===== src/homing_defs.svh =====
/*
 * Constants of the axis homing sequencer: mode numbers, switch filter
 * timing and output codes.
 * Assumes inclusion by bare name from the design files that use it.
 */
`ifndef HOMING_DEFS_SVH
`define HOMING_DEFS_SVH

// ----------------------------------------
// homing mode numbers
// ----------------------------------------
`define MODE_W 6
`define MODE_17 6'h11
`define MODE_18 6'h12
`define MODE_19 6'h13
`define MODE_20 6'h14
`define MODE_21 6'h15
`define MODE_22 6'h16
`define MODE_23 6'h17
`define MODE_24 6'h18
`define MODE_25 6'h19
`define MODE_26 6'h1a
`define MODE_27 6'h1b

// ----------------------------------------
// switch filter timing
// ----------------------------------------
`define CLK_PERIOD_NS 10
`define DEBOUNCE_NS 10000
`define DEBOUNCE_CYCLES ((`DEBOUNCE_NS + `CLK_PERIOD_NS - 1) / `CLK_PERIOD_NS)
`define DEBOUNCE_W 11

// ----------------------------------------
// drive command codes
// ----------------------------------------
`define DIR_REV 1'b0
`define DIR_FWD 1'b1
`define SPEED_SECOND 1'b0
`define SPEED_FIRST 1'b1

`endif


===== src/homing_pkg.sv =====
/*
 * Types of the axis homing sequencer.
 * Assumes nothing beyond a SystemVerilog compiler.
 */
`default_nettype none
package homing_pkg;

   // search stage of the running mode; idle means no motion
   typedef enum logic [2:0] {
      ST_IDLE = 3'b000,
      ST_S1 = 3'b001,
      ST_S2 = 3'b010,
      ST_S3 = 3'b011,
      ST_S4 = 3'b100,
      ST_S5 = 3'b101,
      ST_S6 = 3'b110
   } stage_t;

endpackage
`default_nettype wire


===== src/axis_homing_sequencer.sv =====
/*
 * homing sequencer for one motion axis, modes 17 to 27.
 * assumes the drive follows direction, speed select and move level, and
 * that the position counter clears on the origin pulse.
 */
// Operation
// - run only the selected numbered mode
// - mode 17 homes on reverse limit
// - mode 18 homes on forward limit
// - mode 19 forward search, reverse home
// - mode 20 homes where switch rises
// - mode 21 reverse search, forward home
// - mode 22 homes on rising switch
// - mode 23 forward search, reverse home
// - mode 23 forward limit reverses fast
// - mode 24 as 20, limit recovery
// - mode 25 low: pass zone, return
// - mode 25 high, limit reverses fast
// - mode 26 forward home, limit recovery
// - mode 27 reverse search, forward home
// - mode 27 reverse limit goes forward
`timescale 1ns/100ps
`default_nettype none
`include "homing_defs.svh"

module axis_homing_sequencer (
   // clock and reset
   input wire logic i_clk,
   input wire logic i_rst_n,
   // operator command
   input wire logic i_homing_command,
   input wire logic [`MODE_W-1:0] i_mode,
   // switch pins
   input wire logic i_home_sw,
   input wire logic i_fwd_limit,
   input wire logic i_rev_limit,
   // drive commands
   output logic o_move,
   output logic o_dir,
   output logic o_speed_sel,
   // status
   output logic o_busy,
   output logic o_home_done,
   output logic o_mode_error,
   output logic o_origin_return,
   output homing_pkg::stage_t o_stage
);
   import homing_pkg::*;

   // ----------------------------------------
   // switch conditioning
   // ----------------------------------------
   logic h;
   logic fl;
   logic rl;

   switch_filter u_home_filt (.i_clk(i_clk), .i_rst_n(i_rst_n), .i_pin(i_home_sw),
      .o_level(h));
   switch_filter u_fwd_filt (.i_clk(i_clk), .i_rst_n(i_rst_n), .i_pin(i_fwd_limit),
      .o_level(fl));
   switch_filter u_rev_filt (.i_clk(i_clk), .i_rst_n(i_rst_n), .i_pin(i_rev_limit),
      .o_level(rl));

   // ----------------------------------------
   // motion profile per mode and stage: {forward, first speed}
   // ----------------------------------------
   function automatic logic [1:0] profile(input logic [`MODE_W-1:0] m, input stage_t s);
      logic [1:0] p;
      p = {`DIR_FWD, `SPEED_SECOND};
      case (m)
         `MODE_17: p = (s == ST_S1) ? {`DIR_REV, `SPEED_FIRST} : {`DIR_FWD, `SPEED_SECOND};
         `MODE_18, `MODE_19, `MODE_23: begin
            case (s)
               ST_S1: p = {`DIR_FWD, `SPEED_FIRST};
               ST_S3: p = {`DIR_REV, `SPEED_FIRST};
               default: p = {`DIR_REV, `SPEED_SECOND};
            endcase
         end
         `MODE_20: begin
            case (s)
               ST_S1: p = {`DIR_FWD, `SPEED_FIRST};
               ST_S2: p = {`DIR_REV, `SPEED_SECOND};
               default: p = {`DIR_FWD, `SPEED_SECOND};
            endcase
         end
         `MODE_21, `MODE_27: begin
            case (s)
               ST_S1: p = {`DIR_REV, `SPEED_FIRST};
               ST_S3: p = {`DIR_FWD, `SPEED_FIRST};
               default: p = {`DIR_FWD, `SPEED_SECOND};
            endcase
         end
         `MODE_22: begin
            case (s)
               ST_S1: p = {`DIR_FWD, `SPEED_SECOND};
               ST_S2: p = {`DIR_REV, `SPEED_SECOND};
               default: p = {`DIR_REV, `SPEED_FIRST};
            endcase
         end
         `MODE_24: begin
            case (s)
               ST_S1, ST_S5: p = {`DIR_FWD, `SPEED_FIRST};
               ST_S2: p = {`DIR_REV, `SPEED_SECOND};
               ST_S3, ST_S4: p = {`DIR_REV, `SPEED_FIRST};
               default: p = {`DIR_FWD, `SPEED_SECOND};
            endcase
         end
         `MODE_25: begin
            case (s)
               ST_S1: p = {`DIR_FWD, `SPEED_FIRST};
               ST_S2: p = {`DIR_FWD, `SPEED_SECOND};
               ST_S3: p = {`DIR_REV, `SPEED_SECOND};
               default: p = {`DIR_REV, `SPEED_FIRST};
            endcase
         end
         `MODE_26: begin
            case (s)
               ST_S1: p = {`DIR_FWD, `SPEED_FIRST};
               ST_S3: p = {`DIR_REV, `SPEED_FIRST};
               default: p = {`DIR_FWD, `SPEED_SECOND};
            endcase
         end
         default: p = {`DIR_FWD, `SPEED_SECOND};
      endcase
      return p;
   endfunction

   // ----------------------------------------
   // state
   // ----------------------------------------
   stage_t stage_reg;
   stage_t stage_next;
   logic [`MODE_W-1:0] mode_reg;
   logic hit;
   logic move_reg;
   logic dir_reg;
   logic speed_reg;
   logic done_reg;
   logic err_reg;
   logic origin_reg;

   wire idle = (stage_reg == ST_IDLE);
   wire mode_ok = (i_mode >= `MODE_17) && (i_mode <= `MODE_27);
   wire start = idle && i_homing_command && mode_ok;
   wire bad_start = idle && i_homing_command && !mode_ok;
   // the mode in force: the request while starting, the latched one after
   wire [`MODE_W-1:0] mode_use = start ? i_mode : mode_reg;
   // level that picks case 1 or 2 at command time
   wire start_sw = (i_mode == `MODE_17) ? rl : (i_mode == `MODE_18) ? fl : h;
   wire [1:0] prof_next = profile(mode_use, stage_next);

   // ----------------------------------------
   // stage sequencing
   // ----------------------------------------
   always_comb begin
      stage_next = stage_reg;
      hit = 1'b0;
      if (idle) begin
         if (start) begin
            if (i_mode == `MODE_22) begin
               stage_next = start_sw ? ST_S1 : ST_S3;
            end else begin
               stage_next = start_sw ? ST_S2 : ST_S1;
            end
         end
      end else begin
         case (mode_reg)
            `MODE_17: begin
               if (stage_reg == ST_S1) begin
                  if (rl) stage_next = ST_S2;
               end else if (!rl) hit = 1'b1;
            end
            `MODE_18: begin
               if (stage_reg == ST_S1) begin
                  if (fl) stage_next = ST_S2;
               end else if (!fl) hit = 1'b1;
            end
            `MODE_19, `MODE_23: begin
               case (stage_reg)
                  ST_S1: begin
                     if (h) stage_next = ST_S2;
                     else if (fl && mode_reg == `MODE_23) stage_next = ST_S3;
                  end
                  ST_S3: if (h) stage_next = ST_S2;
                  default: if (!h) hit = 1'b1;
               endcase
            end
            `MODE_20: begin
               case (stage_reg)
                  ST_S2: if (!h) stage_next = ST_S3;
                  default: if (h) hit = 1'b1;
               endcase
            end
            `MODE_21, `MODE_27: begin
               case (stage_reg)
                  ST_S1: begin
                     if (h) stage_next = ST_S2;
                     else if (rl && mode_reg == `MODE_27) stage_next = ST_S3;
                  end
                  ST_S3: if (h) stage_next = ST_S2;
                  default: if (!h) hit = 1'b1;
               endcase
            end
            `MODE_22: begin
               case (stage_reg)
                  ST_S1: if (!h) stage_next = ST_S2;
                  default: if (h) hit = 1'b1;
               endcase
            end
            `MODE_24: begin
               case (stage_reg)
                  ST_S1: begin
                     if (h) hit = 1'b1;
                     else if (fl) stage_next = ST_S3;
                  end
                  ST_S2: if (!h) stage_next = ST_S6;
                  ST_S3: if (h) stage_next = ST_S4;
                  ST_S4: if (!h) stage_next = ST_S5;
                  default: if (h) hit = 1'b1;
               endcase
            end
            `MODE_25: begin
               case (stage_reg)
                  ST_S1: begin
                     if (h) stage_next = ST_S2;
                     else if (fl) stage_next = ST_S4;
                  end
                  ST_S2: begin
                     if (!h) stage_next = ST_S3;
                     else if (fl) stage_next = ST_S4;
                  end
                  default: if (h) hit = 1'b1;
               endcase
            end
            `MODE_26: begin
               case (stage_reg)
                  ST_S1: begin
                     if (h) stage_next = ST_S2;
                     else if (fl) stage_next = ST_S3;
                  end
                  ST_S3: if (h) stage_next = ST_S2;
                  default: if (!h) hit = 1'b1;
               endcase
            end
            default: stage_next = ST_IDLE;
         endcase
         if (hit) stage_next = ST_IDLE;
      end
   end

   // ----------------------------------------
   // registers
   // ----------------------------------------
   always_ff @(posedge i_clk or negedge i_rst_n) begin
      if (!i_rst_n) begin
         stage_reg <= ST_IDLE;
         mode_reg <= '0;
      end else begin
         stage_reg <= stage_next;
         if (start) mode_reg <= i_mode;
      end
   end

   // drive outputs follow the next stage so motion changes on the same edge
   always_ff @(posedge i_clk or negedge i_rst_n) begin
      if (!i_rst_n) begin
         move_reg <= 1'b0;
         dir_reg <= `DIR_FWD;
         speed_reg <= `SPEED_SECOND;
         origin_reg <= 1'b0;
         done_reg <= 1'b0;
         err_reg <= 1'b0;
      end else begin
         move_reg <= (stage_next != ST_IDLE);
         dir_reg <= prof_next[1];
         speed_reg <= prof_next[0];
         origin_reg <= hit;
         done_reg <= hit | (done_reg & ~start & ~bad_start);
         err_reg <= bad_start | (err_reg & ~start);
      end
   end

   assign o_move = move_reg;
   assign o_dir = dir_reg;
   assign o_speed_sel = speed_reg;
   assign o_busy = move_reg;
   assign o_home_done = done_reg;
   assign o_mode_error = err_reg;
   assign o_origin_return = origin_reg;
   assign o_stage = stage_reg;

endmodule
`default_nettype wire


===== src/switch_filter.sv =====
/*
 * Synchroniser and debounce filter for one switch input.
 * Assumes the switch is asynchronous to i_clk and bounces for less than
 * the filter time.
 */
`timescale 1ns/100ps
`default_nettype none
`include "homing_defs.svh"

module switch_filter (
   // clock and reset
   input wire logic i_clk,
   input wire logic i_rst_n,
   // raw switch pin
   input wire logic i_pin,
   // filtered level
   output logic o_level
);

   logic sync1_reg;
   logic sync2_reg;
   logic level_reg;
   logic [`DEBOUNCE_W-1:0] cnt_reg;
   logic [`DEBOUNCE_W-1:0] cnt_next;
   wire differs = (sync2_reg != level_reg);
   wire settled = (cnt_reg == `DEBOUNCE_W'(`DEBOUNCE_CYCLES - 1));

   // restart the count on any bounce; accept only a level held steady
   assign cnt_next = differs ? (settled ? '0 : cnt_reg + `DEBOUNCE_W'(1)) : '0;

   always_ff @(posedge i_clk or negedge i_rst_n) begin
      if (!i_rst_n) begin
         sync1_reg <= 1'b0;
         sync2_reg <= 1'b0;
         level_reg <= 1'b0;
         cnt_reg <= '0;
      end else begin
         sync1_reg <= i_pin;
         sync2_reg <= sync1_reg;
         cnt_reg <= cnt_next;
         if (differs && settled) begin
            level_reg <= sync2_reg;
         end
      end
   end

   assign o_level = level_reg;

endmodule
`default_nettype wire


===== config.mk =====
export PLATFORM = sky130hd
export DESIGN_NAME = axis_homing_sequencer
export DESIGN_NICKNAME = d
export VERILOG_FILES = /design/src/homing_pkg.sv /design/src/axis_homing_sequencer.sv /design/src/switch_filter.sv
export VERILOG_INCLUDE_DIRS = /design/src /design/src/src
export SDC_FILE = /design/constraint.sdc
export NUM_CORES = 1
export LEC_CHECK = 0
export BUFFER_PORTS_ARGS = -buffer_cell sky130_fd_sc_hd__buf_2
export CORE_UTILIZATION = 30
export CTS_BUF_LIST = sky130_fd_sc_hd__clkbuf_8
export CTS_CLUSTER_DIAMETER = 80
export DETAILED_ROUTE_END_ITERATION = 10
export GPL_ROUTABILITY_DRIVEN = 1
export SYNTH_ARGS = -nofsm -noshare
export SYNTH_HDL_FRONTEND = slang
export SYNTH_SLANG_ARGS = --single-unit

===== constraint.sdc =====
create_clock -name i_clk -period 3.1 [get_ports i_clk]
set_input_delay 0.62 -clock i_clk [delete_from_list [all_inputs] [get_ports i_clk]]
set_output_delay 0.62 -clock i_clk [all_outputs]
set_load 0.05 [all_outputs]

==> Word level (Yosys, flattened, before mapping) <==
Cells that the tools add are included.
{ "totals": {"register_bits": 57, "in_bits": 12, "out_inout_bits": 10, "wordCells": 160} }
{ "op_classes": {"n_addsub": 3, "n_lt_le_gt_ge": 2, "n_eq_ne": 40, "mux": 66, "bitwise": 7, "reduce_logical": 22} }
{ "op_table": {"columns": ["cell", "n"], "rows": [
  ["$eq A6 B5 Y1 const B", 25],
  ["$mux W3", 25],
  ["$mux W11", 6],
  ["$add A11 B1 Y11 const B", 3],
  ["$eq A11 B10 Y1 const B", 3],
  ["$pmux W3 S9", 1],
  ["$pmux W3 S2", 4],
  ["$pmux W2 S2", 5],
  ["$pmux W2 S8", 1],
  ["$mux W1", 15],
  ["$reduce_or A2 Y1", 7],
  ["$eq A3 B2 Y1 const B", 4],
  ["$pmux W2 S3", 2],
  ["$pmux W3 S4", 1],
  ["$eq A3 B3 Y1 const B", 3],
  ["$logic_and A1 B1 Y1", 9],
  ["$mux W2", 4],
  ["$pmux W1 S7", 1],
  ["$eq A3 B1 Y1 const B", 2],
  ["$ge A6 B5 Y1 const B", 1],
  ["$le A6 B5 Y1 const B", 1],
  ["$mux W6", 1],
  ["$reduce_or A3 Y1", 2],
  ["$reduce_or A5 Y1", 1],
  ["7 further kinds", 13]
]} }

==> Logic depth before layout (Yosys ltp) <==
{ "depth": {"depth_word": 12, "ltp_mapped": 14, "ltp_nobuf": 14} }

==> By module <==
From an unflattened synthesis, not the netlist that was laid out.
{ "unflattened": {"cells_unflattened": 383, "hier_area_um2": 3525.9} }
{ "by_module_without_submodules": {"columns": ["mod", "n_inst", "cells_each", "area_per_inst_um2", "seq_area_each_um2"], "rows": [
  ["axis_homing_sequencer", 1, 204, 1559.0, 376.6],
  ["switch_filter (u_home_filt ...)", 2, 59, 638.1, 350.3],
  ["switch_filter (u_fwd_filt)", 1, 61, 690.7, 350.3]
]} }

==> Least setup slack after synthesis <==
No wires, ideal clock.
{ "synth_path": {"path_kind": "reg2reg", "startpoint": "register stage_reg[1], in the netlist o_stage[1]", "endpoint": "register speed_reg, in the netlist o_speed_sel", "setup_time_ns": 0.129, "arrival_ns": 2.794, "required_time_ns": 2.971, "path_slack_ns": 0.176, "path_stages_with_launch": 10, "path_buffers": 1, "synth_period_minus_slack_ns": 2.924, "path_cell_list": "dfrtp_1 > or4b_4 > a2111o_1 > buf_6 > mux2_4 > a21oi_2 > nor3_1 > or4_1 > nor4_2 > o32ai_1"} }
{ "synth_via": {"word_cells_on_any_way": 80, "cone_classes": "20 x eq/ne; 50 x mux; 10 x reduce/logical"} }
{ "synth_lines": {"columns": ["item", "line", "rtl"], "rows": [
  ["from (decl)", "axis_homing_sequencer.sv:131", "stage_t stage_reg;"],
  ["from (signal assigned)", "axis_homing_sequencer.sv:259", "stage_reg <= stage_next;"],
  ["$logic_not A3 Y1 *", "axis_homing_sequencer.sv:142", "wire idle = (stage_reg == ST_IDLE);"],
  ["$logic_and A1 B1 Y1 * (2 in a row)", "axis_homing_sequencer.sv:144", "wire start = idle && i_homing_command && mode_ok;"],
  ["$mux W6 *", null, null],
  ["via mode_use[0]", "axis_homing_sequencer.sv:147", "wire [`MODE_W-1:0] mode_use = start ? i_mode : mode_reg;"],
  ["$eq A6 B5 Y1", "axis_homing_sequencer.sv:70", "case (m)"],
  ["$reduce_or A3 Y1 / $reduce_or A2 Y1 (equally long branches)", "axis_homing_sequencer.sv:70", null],
  ["$pmux W2 S8 *", "axis_homing_sequencer.sv:70", null],
  ["via prof_next[0]", "axis_homing_sequencer.sv:150", "wire [1:0] prof_next = profile(mode_use, stage_next);"],
  ["to (signal assigned)", "axis_homing_sequencer.sv:269", "speed_reg <= `SPEED_SECOND;"],
  ["to (signal assigned)", "axis_homing_sequencer.sv:276", "speed_reg <= prof_next[0];"],
  ["to (decl)", "axis_homing_sequencer.sv:137", "logic speed_reg;"]
]} }
The timed path passes the listed nets; every way through them passes the cells marked *. The select of a mux whose other input is x is not followed.
A chain may end at the register's enable or synchronous reset.

==> Final worst setup path <==
{ "layout_path": {"startpoint": "register stage_reg[0], in the netlist o_stage[0]", "endpoint": "register speed_reg, in the netlist o_speed_sel"} }
The elaborated chain is that of the path after synthesis.

==> impl_metrics.env <==
export IMPL_clock_latency_ns=0.35
export IMPL_io_pins=22
export IMPL_syn_nets=413
export IMPL_grt_pass1_wl_um=14230
export IMPL_tns_ns=0
export IMPL_worst_pin_slew_ns=0.6964
export IMPL_worst_path_max_fanout=8
export IMPL_finalWirelength_um=8217
export IMPL_grt_use_total_pct=15.18
export IMPL_rsz0062_at_grt="no"
export IMPL_root_buffer="clkbuf_8"
export IMPL_ys_top_cells_by_count="56 x dfrtp_1, 52 x nor2_1, 34 x nand2_1, 23 x nand3_1"
export IMPL_cts_tree="done"
export IMPL_yosysSeqAreaShare_pct=40.68
export IMPL_gp_congestion=0.8787
export IMPL_hold_viol=0
export IMPL_slowest_delay_ns=0.54
export IMPL_slowest_stage="or4b_4"
export IMPL_ir_drop_mv=0.2725
export IMPL_num_vias=3020
export IMPL_grt_max_degree=31
export IMPL_finalSetupViolCount=0
export IMPL_fin_crit_sh_pct=94.22
export IMPL_criticalPathCategory="flop to flop"
export IMPL_rows=39
export IMPL_cts_num_sinks=57
export IMPL_r2r_slack_ns=0.18
export IMPL_antenna_found_initial=0
export IMPL_numCtsBuffers=9
export IMPL_synth_most_common_cell="dfrtp_1"
export IMPL_synth_edf_count=0
export IMPL_drtIter0Drc=228
export IMPL_cts_clk_slew_worst_paths_ns=0.07
export IMPL_viasPerCell=5.280
export IMPL_critPathTopFamily="simple AND/OR/NAND/NOR gates"
export IMPL_overflow=0
export IMPL_finalMaxSlewViolations=0
export IMPL_yosysTopAreaCell="dfrtp_1"
export IMPL_final_nets=440
export IMPL_cts_resized=0
export IMPL_drv_cap=0
export IMPL_leakage_nw=1.739
export IMPL_ant_nets=0
export IMPL_yosysUniqueCellTypes=72
export IMPL_critPathRequiredTime_ns=3.32
export IMPL_drtPass1Iterations=5
export IMPL_hold_buffers=0
export IMPL_start_kind="flop"
export IMPL_layout_min_cycle_time_ns=2.921
export IMPL_initial_utilization_pct=30.74
export IMPL_report_power_total_w=0.003083
export IMPL_dieWidth_um=110.2
export IMPL_fillers=1177
export IMPL_numPortBuffers=21
export IMPL_skew_ns=0.009765
export IMPL_cp_arrival_ns=3.14
export IMPL_avgSynthCellArea_um2=8.840
export IMPL_final_util_pct=35.36
export IMPL_dieArea_um2=12140
export IMPL_core_area_um2=11420
export IMPL_whs_ns=0.3219
export IMPL_insertedDiodeCount=0
export IMPL_worstSetupEndpointType="flop"
export IMPL_slew_limit_headroom_pct=53.57
export IMPL_path_cells="or4b_4, a2111o_1, buf_4, mux2_2, nor3_1, or4_1, nor4_2, o32ai_1"
export IMPL_post_route_cells_drive_above_1_share_pct=18.65
export IMPL_netlist_area_leader_share_pct=39.93
export IMPL_hold_path_class="input pin to async pin"
export IMPL_ys_ff_latch=57
export IMPL_post_cts_repair_setup_buffers=0
export IMPL_fp_dieH_um=110.2
export IMPL_route_detailed_drc=0
export IMPL_wl_per_cell_um=14.37
export IMPL_syn2layout_area_growth_pct=15.04
export IMPL_dp_hpwl_um=5908
export IMPL_fmax_ghz=0.3424
export IMPL_yosys_top_cells_area="dfrtp_1 40%, nor2_1 5.6%, xor2_1 4.2%"
export IMPL_cp_buffers_inverters=1
export IMPL_htree_levels=3
export IMPL_p_per_area_nw_per_um2=763.7
export IMPL_ys_flop_type="dfrtp_1"
export IMPL_syn_inst=397
export IMPL_clockBufferDepth=2
export IMPL_grt_pass1_vias=3011
export IMPL_yosysWarnings=0
export IMPL_status="complete, no violations"
export IMPL_async_flop_share_pct=100.0
export IMPL_syn_cell_area_um2=3510
-- report_power, final --
part           switching (W)  internal [W]  total (W)
registers           0.000157      0.000828   0.000985
logic               0.000832      0.000545    0.00138
clock network       0.000309      0.000412   0.000721
total                0.00130       0.00179    0.00308
-- layout by cell type (no fill, tap or decap), types with 4 or more instances in the layout --
cell / n
a21oi_1: 12
and3_1: 5
buf_2: 21
buf_4: 19
clkbuf_8: 11
dfrtp_1: 56
ha_1: 4
inv_1: 13
mux2_2: 7
mux2i_1: 5
nand2_1: 34
nand2b_1: 13
nand3_1: 23
nand3b_1: 6
nand4_1: 6
nor2_1: 52
nor2b_1: 6
nor3_1: 7
nor4_1: 4
o21ai_0: 16
or2_2: 5
or3_1: 4
xnor2_1: 12
xor2_1: 17
-- stage by stage --
stage / instances / instance area [µm²] / setup slack, ns
3_3_place_gp: 556 / 3831 / 0.07270
3_5_place_dp: 556 / 3831 / -0.0007085
5_1_grt: 572 / 4038 / 0.04297
6_report: 572 / 4038 / 0.1793
4_1_cts: 572 / 4038 / 0.1920
2_1_floorplan: 397 / 3510 / 0.1763
-- layout make-up --
class	count	area (µm²)	area share (%)
clock buffer	11	151.4	3.750
timing repair buffer	40	247.7	6.136
multi-input combinational	304	1932	47.85
clock inverter	5	55.05	1.363
sequential	57	1428	35.36
tap	143	178.9	4.431
inverter	12	45.04	1.116
-- logic make-up after synthesis --
family                   synth area share [%]
AO/OA/AOI/OAI                           14.51
XOR/XNOR                                7.237
adder cells (fa/ha/maj)                 1.426
buffers and inverters                   4.278
flip-flops                              40.68
multiplexers                            4.100
AND/OR/NAND/NOR                         27.77
-- final timing paths --
check	from	endpoint	cells after the start
setup / recovery	o_stage[0]$_DFF_PN0_	o_speed_sel$_DFF_PN0_	8
hold / removal	i_rst_n	async pin	1
setup reg to reg	o_stage[0]$_DFF_PN0_	o_speed_sel$_DFF_PN0_	8
hold reg to reg	u_fwd_filt.sync1_reg$_DFF_PN0_	u_fwd_filt.sync2_reg$_DFF_PN0_	0
max in group asynchronous	i_rst_n	mode_reg[3]$_DFF_PN0_	2
min in group i_clk	u_fwd_filt.sync1_reg$_DFF_PN0_	u_fwd_filt.sync2_reg$_DFF_PN0_	0
-- metal layers --
layer  routed length [µm]  GRT usage (%)  up-vias
met3                  378          2.528       21
li1                     -              -     1455
met1                 3790          19.82     1462
met4                  249          8.929        0
met5                    0              0        -
met2                 3799          23.66       82
Power figures use the tool's default switching activity.
